## src/xt_host_pkg.sv

```systemverilog
package xt_host_pkg;

  // host port addresses on a1:a0
  localparam logic [1:0] PORT_DATA = 2'h0;
  localparam logic [1:0] PORT_STATUS = 2'h1;
  localparam logic [1:0] PORT_SELECT = 2'h2;
  localparam logic [1:0] PORT_ENABLE = 2'h3;

  // status bit positions
  localparam int REQ_BIT = 0;
  localparam int IO_BIT = 1;
  localparam int CD_BIT = 2;
  localparam int BUSY_BIT = 3;
  localparam int DMA_REQUEST_FLAG_BIT = 4;
  localparam int HOST_INTERRUPT_FLAG_BIT = 5;
  localparam logic [1:0] STATUS_RESERVED = 2'h0;

  // enable port bit positions and reset value
  localparam int EN_DMA_BIT = 0;
  localparam int EN_INT_BIT = 1;
  localparam int EN_DRV_BIT = 2;
  localparam logic [2:0] ENABLE_RESET = 3'h0;

  // phase code is {busy, command/data, direction}
  typedef enum logic [2:0] {
    PH_IDLE = 3'b000,
    PH_DATA_IN = 3'b100,
    PH_DATA_OUT = 3'b101,
    PH_COMMAND = 3'b110,
    PH_STATUS = 3'b111
  } phase_e;

  typedef struct packed {
    logic cs_n;
    logic dack_n;
    logic [1:0] addr;
    logic ior_n;
    logic iow_n;
  } host_bus_s;

  typedef struct packed {
    logic data_rd;
    logic data_wr;
    logic reset_wr;
    logic select_wr;
    logic enable_wr;
    logic status_rd;
  } host_evt_s;

endpackage

```

## src/xt_host_status_handshake.sv

```systemverilog
`timescale 1ns/100ps
`default_nettype none
module xt_host_status_handshake #(
  parameter int DW = 8
) (
  // clock and resets
  input wire logic sys_clk,
  input wire logic rst,
  input wire logic host_reset_input,
  // mode select from the host mode control register
  input wire logic xt_mode_select,
  // host bus pins
  input wire logic host_cs_n,
  input wire logic host_dack_n,
  input wire logic [1:0] host_addr,
  input wire logic host_ior_n,
  input wire logic host_iow_n,
  input wire logic [DW-1:0] host_data_in,
  output logic [DW-1:0] host_data_out,
  output logic host_data_oe_n,
  output logic host_dreq,
  output logic host_interrupt_output,
  // local microcontroller side
  input wire logic uc_phase_load,
  input wire logic [1:0] uc_phase_sel,
  input wire logic uc_byte_ready,
  input wire logic uc_cmd_done,
  output logic uc_cmd_start,
  output logic uc_byte_taken,
  output logic uc_host_abort,
  output logic uc_drive_select,
  output logic [DW-1:0] uc_host_wdata
);

  xt_host_pkg::host_bus_s bus;
  xt_host_pkg::host_evt_s evt_raw;
  xt_host_pkg::host_evt_s evt;
  logic [DW-1:0] wdata_q;

  xt_host_pkg::phase_e phase_r;
  xt_host_pkg::phase_e phase_nxt;
  logic req_r;
  logic req_nxt;
  logic irq_r;
  logic irq_nxt;
  logic [2:0] enable_r;
  logic [2:0] enable_nxt;
  logic [DW-1:0] rdata_r;
  logic cmd_start_r;
  logic byte_taken_r;
  logic abort_r;
  logic [DW-1:0] uc_wdata_r;

  assign bus.cs_n = host_cs_n;
  assign bus.dack_n = host_dack_n;
  assign bus.addr = host_addr;
  assign bus.ior_n = host_ior_n;
  assign bus.iow_n = host_iow_n;

  host_port_decode #(
    .DW(DW)
  ) u_decode (
    .sys_clk(sys_clk),
    .rst(rst),
    .bus(bus),
    .wdata(host_data_in),
    .evt(evt_raw),
    .wdata_r(wdata_q)
  );

  // all host port activity is ignored outside xt mode
  assign evt = xt_mode_select ? evt_raw : '0;

  // phase code fields
  wire busy = phase_r[2];
  wire cd_flag = phase_r[1];
  wire io_flag = phase_r[0];
  wire dma_en = enable_r[xt_host_pkg::EN_DMA_BIT];
  wire int_en = enable_r[xt_host_pkg::EN_INT_BIT];

  // a byte ends on a port 0 or a dma access, alike
  wire byte_xfer = req_r & (evt.data_rd | evt.data_wr);
  wire hard_reset = rst | host_reset_input;
  wire prog_reset = evt.reset_wr;

  // select only counts while idle
  wire cmd_start = evt.select_wr & ~busy;
  wire enable_clr_int = evt.enable_wr
                        & ~wdata_q[xt_host_pkg::EN_INT_BIT];

  function automatic xt_host_pkg::phase_e phase_of(input logic [1:0] sel);
    unique case (sel)
      2'b00: phase_of = xt_host_pkg::PH_DATA_IN;
      2'b01: phase_of = xt_host_pkg::PH_DATA_OUT;
      2'b10: phase_of = xt_host_pkg::PH_COMMAND;
      2'b11: phase_of = xt_host_pkg::PH_STATUS;
    endcase
  endfunction

  // phase sequencing; program reset beats everything local
  always_comb
  begin
    phase_nxt = phase_r;
    unique case (phase_r)
      xt_host_pkg::PH_IDLE:
      begin
        if (cmd_start)
          phase_nxt = xt_host_pkg::PH_COMMAND;
      end
      xt_host_pkg::PH_DATA_IN,
      xt_host_pkg::PH_DATA_OUT,
      xt_host_pkg::PH_COMMAND,
      xt_host_pkg::PH_STATUS:
      begin
        if (uc_cmd_done)
          phase_nxt = xt_host_pkg::PH_IDLE;
        else if (uc_phase_load)
          phase_nxt = phase_of(uc_phase_sel);
      end
      default: phase_nxt = xt_host_pkg::PH_IDLE;
    endcase
    if (prog_reset)
      phase_nxt = xt_host_pkg::PH_IDLE;
  end

  // byte request: set per byte, cleared by the transfer; set wins
  always_comb
  begin
    req_nxt = req_r;
    if (byte_xfer)
      req_nxt = 1'b0;
    if (uc_byte_ready & busy)
      req_nxt = 1'b1;
    if (prog_reset | uc_cmd_done | ~busy)
      req_nxt = 1'b0;
  end

  // dreq is the pending data byte, gated by enable, dropped on dack
  assign host_dreq = req_r & busy & ~cd_flag & dma_en
                     & xt_mode_select & host_dack_n;

  // interrupt is sticky from the status byte until one of its clears
  wire irq_set = int_en & (phase_r == xt_host_pkg::PH_STATUS)
                 & req_r;
  wire irq_clr = enable_clr_int | prog_reset;

  always_comb
  begin
    irq_nxt = irq_r;
    if (irq_clr)
      irq_nxt = 1'b0;
    else if (irq_set)
      irq_nxt = 1'b1;
  end

  always_comb
  begin
    enable_nxt = enable_r;
    if (evt.enable_wr)
      enable_nxt = wdata_q[2:0];
  end

  // live status byte
  wire [DW-1:0] status_byte = {
    xt_host_pkg::STATUS_RESERVED,
    irq_r,
    host_dreq,
    busy,
    cd_flag,
    io_flag,
    req_r
  };

  always_ff @(posedge sys_clk)
  begin
    if (hard_reset)
    begin
      phase_r <= xt_host_pkg::PH_IDLE;
      req_r <= 1'b0;
      irq_r <= 1'b0;
      enable_r <= xt_host_pkg::ENABLE_RESET;
    end
    else
    begin
      phase_r <= phase_nxt;
      req_r <= req_nxt;
      irq_r <= irq_nxt;
      enable_r <= enable_nxt;
    end
  end

  // host read data and local side pulses
  always_ff @(posedge sys_clk)
  begin
    if (rst)
    begin
      rdata_r <= '0;
      cmd_start_r <= 1'b0;
      byte_taken_r <= 1'b0;
      abort_r <= 1'b0;
      uc_wdata_r <= '0;
    end
    else
    begin
      rdata_r <= status_byte;
      cmd_start_r <= cmd_start & ~prog_reset;
      byte_taken_r <= byte_xfer & ~prog_reset;
      abort_r <= prog_reset | host_reset_input;
      if (evt.data_wr | evt.select_wr)
        uc_wdata_r <= wdata_q;
    end
  end

  assign host_data_out = rdata_r;
  assign host_data_oe_n = ~evt.status_rd;
  assign host_interrupt_output = irq_r;
  assign uc_cmd_start = cmd_start_r;
  assign uc_byte_taken = byte_taken_r;
  assign uc_host_abort = abort_r;
  assign uc_drive_select = enable_r[xt_host_pkg::EN_DRV_BIT];
  assign uc_host_wdata = uc_wdata_r;

endmodule
`default_nettype wire

```

## src/host_port_decode.sv

```systemverilog
`timescale 1ns/100ps
`default_nettype none
module host_port_decode #(
  parameter int DW = 8
) (
  // clock and reset
  input wire logic sys_clk,
  input wire logic rst,
  // host pins
  input wire xt_host_pkg::host_bus_s bus,
  input wire logic [DW-1:0] wdata,
  // decoded strobes
  output xt_host_pkg::host_evt_s evt,
  output logic [DW-1:0] wdata_r
);

  logic ior_prev_r;
  logic iow_prev_r;
  logic dma_r;
  logic ctl_r;
  logic [1:0] port_r;
  wire strobe_low = ~bus.ior_n | ~bus.iow_n;
  wire dma_sel = ~bus.dack_n;
  wire ctl_sel = bus.dack_n & ~bus.cs_n;
  wire rd_end = bus.ior_n & ~ior_prev_r;
  wire wr_end = bus.iow_n & ~iow_prev_r;
  wire data_sel_r = dma_r | (ctl_r & (port_r == xt_host_pkg::PORT_DATA));

  // address and select are held from the strobe, ends use the held copy
  always_ff @(posedge sys_clk)
  begin
    if (rst)
    begin
      ior_prev_r <= 1'b1;
      iow_prev_r <= 1'b1;
      dma_r <= 1'b0;
      ctl_r <= 1'b0;
      port_r <= 2'h0;
      wdata_r <= '0;
    end
    else
    begin
      ior_prev_r <= bus.ior_n;
      iow_prev_r <= bus.iow_n;
      if (strobe_low)
      begin
        dma_r <= dma_sel;
        ctl_r <= ctl_sel;
        port_r <= bus.addr;
      end
      if (~bus.iow_n)
        wdata_r <= wdata;
    end
  end

  assign evt.data_rd = rd_end & data_sel_r;
  assign evt.data_wr = wr_end & data_sel_r;
  assign evt.reset_wr = wr_end & ctl_r & ~dma_r
                        & (port_r == xt_host_pkg::PORT_STATUS);
  assign evt.select_wr = wr_end & ctl_r & ~dma_r
                         & (port_r == xt_host_pkg::PORT_SELECT);
  assign evt.enable_wr = wr_end & ctl_r & ~dma_r
                         & (port_r == xt_host_pkg::PORT_ENABLE);
  // live, not latched: the status read drives while the strobe is low
  assign evt.status_rd = ~bus.ior_n & ctl_sel
                         & (bus.addr == xt_host_pkg::PORT_STATUS);

endmodule
`default_nettype wire

```

## config.mk

```make
export PLATFORM = sky130hd
export DESIGN_NAME = xt_host_status_handshake
export DESIGN_NICKNAME = d
export VERILOG_FILES = /design/src/xt_host_pkg.sv /design/src/xt_host_status_handshake.sv /design/src/host_port_decode.sv
export SDC_FILE = /design/constraint.sdc
export NUM_CORES = 1
export LEC_CHECK = 0
export BUFFER_PORTS_ARGS = -buffer_cell sky130_fd_sc_hd__clkbuf_2
export CORE_ASPECT_RATIO = 1.4
export CORE_UTILIZATION = 43
export CTS_CLUSTER_SIZE = 10
export DETAILED_ROUTE_END_ITERATION = 7
export GPL_TIMING_DRIVEN = 0
export PLACE_DENSITY = 0.69
export SYNTH_ARGS = -nofsm -noshare
export SYNTH_HDL_FRONTEND = slang
export SYNTH_SLANG_ARGS = --single-unit
```

## constraint.sdc

```tcl
create_clock -name sys_clk -period 3.8 [get_ports sys_clk]
set_input_delay 0.19 -clock sys_clk [delete_from_list [all_inputs] [get_ports sys_clk]]
set_output_delay 0.19 -clock sys_clk [all_outputs]
set_load 0.02 [all_outputs]
```

==> results_dict.tcl <==
set metrics [dict create \
    synth_cell_types 26 \
    synth_seq_cells 39 \
    drive_gt1_share_pct 29.1 \
    synth_ff_type "dfxtp_1" \
    drt_first_pass_iters 4 \
    die_area_mm2 0.00368 \
    synth_edf_count 0 \
    initial_core_util_pct 46.4 \
    die_h_um 71.4 \
    grt_overflow_total 0 \
    min_period_ps 1470 \
    totalWireLength_um 3130 \
    cts-root-buf "clkbuf_8" \
    hold_buffers 0 \
    clock_latency_ps 300 \
    p_sw_uw 181 \
    setup_tns_ps 0 \
    p_per_area_mw_per_mm2 429 \
    antenna_found_initial 0 \
    synth_area_leader_cell "dfxtp_1" \
    netlist_top_cells_area "dfxtp_1, mux2i_1, nor2_1, nor2b_1, nor3_1" \
    holdPathEnd "u_decode.dma_r" \
    slew_viol_final 0 \
    required_ps 3610 \
    wl_per_cell_um 13.2 \
    synth_area_per_cell_um2 9.92 \
    rsz0062_at_grt "no" \
    drc_errors 0 \
    finalSetupViolCount 0 \
    critPathCaptureType "output port" \
    synthArstFlopShare_pct 0 \
    fp.dieW_um 51.5 \
    ctsLongestPathBuffers 2 \
    min_delay_path_depth 2 \
    hold_class "input port to flop" \
    min_from "host_dack_n" \
    syn_area_mm2 0.00148 \
    skew_ps 11.9 \
    drt_iter0_drc 22 \
    finalHoldViolCount 0 \
    ir_drop_mv 0.343 \
    fp-row-count 24 \
    yosysTopAreaCellShare_pct 52.8 \
    synth_cells 149 \
    num_antenna_cells 0 \
    io_pins 46 \
    yosys.cell_count.top_type "dfxtp_1" \
    status "finished clean" \
    cts_setup_buffers 0 \
    coreArea_mm2 0.00318 \
    detail-route-antenna-nets 0 \
    power.clock.fraction_pct 39.2 \
    yosysWarnings 0 \
    max_freq_ghz 0.680 \
    r2r_start "u_decode.port_r[0]" \
    worstReg2RegEnd "uc_host_wdata[7]" \
    clk_pin_slew_ps 80 \
    combPwrFrac_pct 6.7 \
    cts_buffers 5 \
    areaGrowthSynthToFinish_pct 24.5 \
    r2r_setup_slack_ps 2370 \
    cts-resized-gates 0 \
    worst_pin_slew_ps 570 \
    max_slew_margin_pct 62.0 \
    grt_max_degree 13 \
    worst_ep_arrival_time_ps 1280 \
    ys_seq_area_share_pct 52.8 \
    num_vias 1189 \
    setup.worst_path.start_class "flop" \
    gp_congestion 0.771 \
    netlist_top_cells_count "dfxtp_1, nor2_1, mux2i_1" \
    grt_util_all_layers_pct 19.6 \
    dpl.hpwl_um 2420 \
    rr_worst_depth 4 \
    cap_violations 0 \
    nets 221 \
    h-tree-depth 2 \
    grt_pass1_vias 1183 \
    path_max_fanout 5 \
    seqPwrFrac_pct 54.1 \
    grt_pass1_wl_um 5330 \
    internal-power_uw 608 \
    vias_per_cell 5.00 \
    power_uw 789 \
    leakagePower_uw 0.000855 \
    fin_crit_sh_pct 38.7 \
    swShare_pct 23.0 \
    cts.sinks 39 \
    cts_tree "built" \
    io_buffers 41 \
    critPathKind "flop to output port" \
]
-- cells in the final DEF (no fill, tap or decap) --
cell         n
nor2_1      22
nand3_1      4
clkbuf_8     7
nand2b_1     2
or2_2        2
nor4b_4      1
inv_1        1
nor4bb_1     1
nand3b_1     2
nor3_1      10
conb_1       2
a211oi_1     2
buf_4        3
buf_2        1
nor2b_1      9
mux2i_1     20
nor4_1       2
o221ai_1     1
a21o_1       1
clkbuf_1     4
clkbuf_2    41
nand2_1     10
nand3b_4     1
nor3b_1      2
dfxtp_1     39
a21oi_1      6
o21ai_2      1
and3b_1      1
clkinvlp_4   1
-- registers in the layout, indices dropped and copies added, names as in the netlist --
register / count
enable_r: 3
uc_byte_taken: 1
u_decode.ior_prev_r: 1
u_decode.ctl_r: 1
host_interrupt_output: 1
host_data_out: 6
u_decode.iow_prev_r: 1
uc_cmd_start: 1
u_decode.wdata_r: 8
phase_r: 3
uc_host_abort: 1
u_decode.dma_r: 1
uc_host_wdata: 8
req_r: 1
u_decode.port_r: 2
-- routing by layer --
| layer | part of all wire, % | global-route usage (%) | vias to the layer above |
|---|---|---|---|
| li1 | - | - | 604 |
| met1 | 40 | 20.6 | 547 |
| met2 | 54 | 35.6 | 33 |
| met3 | 4.7 | 5.94 | 5 |
| met4 | 1.5 | 7.21 | 0 |
| met5 | 0 | 0 | - |
-- through the flow --
stage / hold WS, ps / utilization (%) / std cells / cell area, um2 / setup WS (ps)
2_1_floorplan: 269 / - / 150 / 1480 / 2600
3_5_place_dp: 419 / 54.5 / 230 / 1740 / 2380
3_3_place_gp: 404 / 54.5 / 230 / 1740 / 2430
5_1_grt: 122 / 57.8 / 238 / 1840 / 2250
4_1_cts: 107 / 57.8 / 238 / 1840 / 2340
6_report: 112 / 57.8 / 238 / 1840 / 2330
-- critical path: stages (launching register included) --
cell,delay (ps)
dfxtp_1,360
nand2b_1,170
nor3_1,240
clkbuf_2,210
-- worst max path at each step --
stage	start	to	slack, ps	depth (start not counted)
after CTS	phase_r[1]	host_dreq	2340	3
final	phase_r[1]	host_dreq	2330	3
after global routing	phase_r[2]	host_dreq	2250	3
after global placement	u_decode.port_r[0]	uc_host_wdata[1]	2430	4
after detailed placement	u_decode.port_r[0]	uc_host_wdata[7]	2380	4
after floorplan	u_decode.ctl_r	uc_host_wdata[7]	2600	4
-- cell type report --
cell class | instances | area, um2
multi-input combinational | 102 | 654
tap | 39 | 48.8
clock inverter | 1 | 7.51
fill | 309 | 1340
buffer | 8 | 42.5
sequential | 39 | 781
timing repair buffer | 41 | 205
clock buffer | 7 | 96.3
inverter | 1 | 3.75
-- cell families (layout without fill, tap and decap cells) --
logic type	after synthesis	in the layout	synth area share [%]
compound gates	11	11	4.74
simple gates	69	69	25.5
mux	20	20	13.5
flops	39	39	52.8
other cells	1	2	0.254
buf+inv	9	58	3.13
-- power by group through the flow --
stage	Sequential, uW	Combinational (uW)	Clock (uW)
final	427	53.1	309
after detailed placement	436	53.5	0
after global routing	428	59.2	330
after global placement	435	52.4	0
after floorplan	435	32.2	0
after CTS	427	53.8	315
Power figures use the tool's default switching activity.
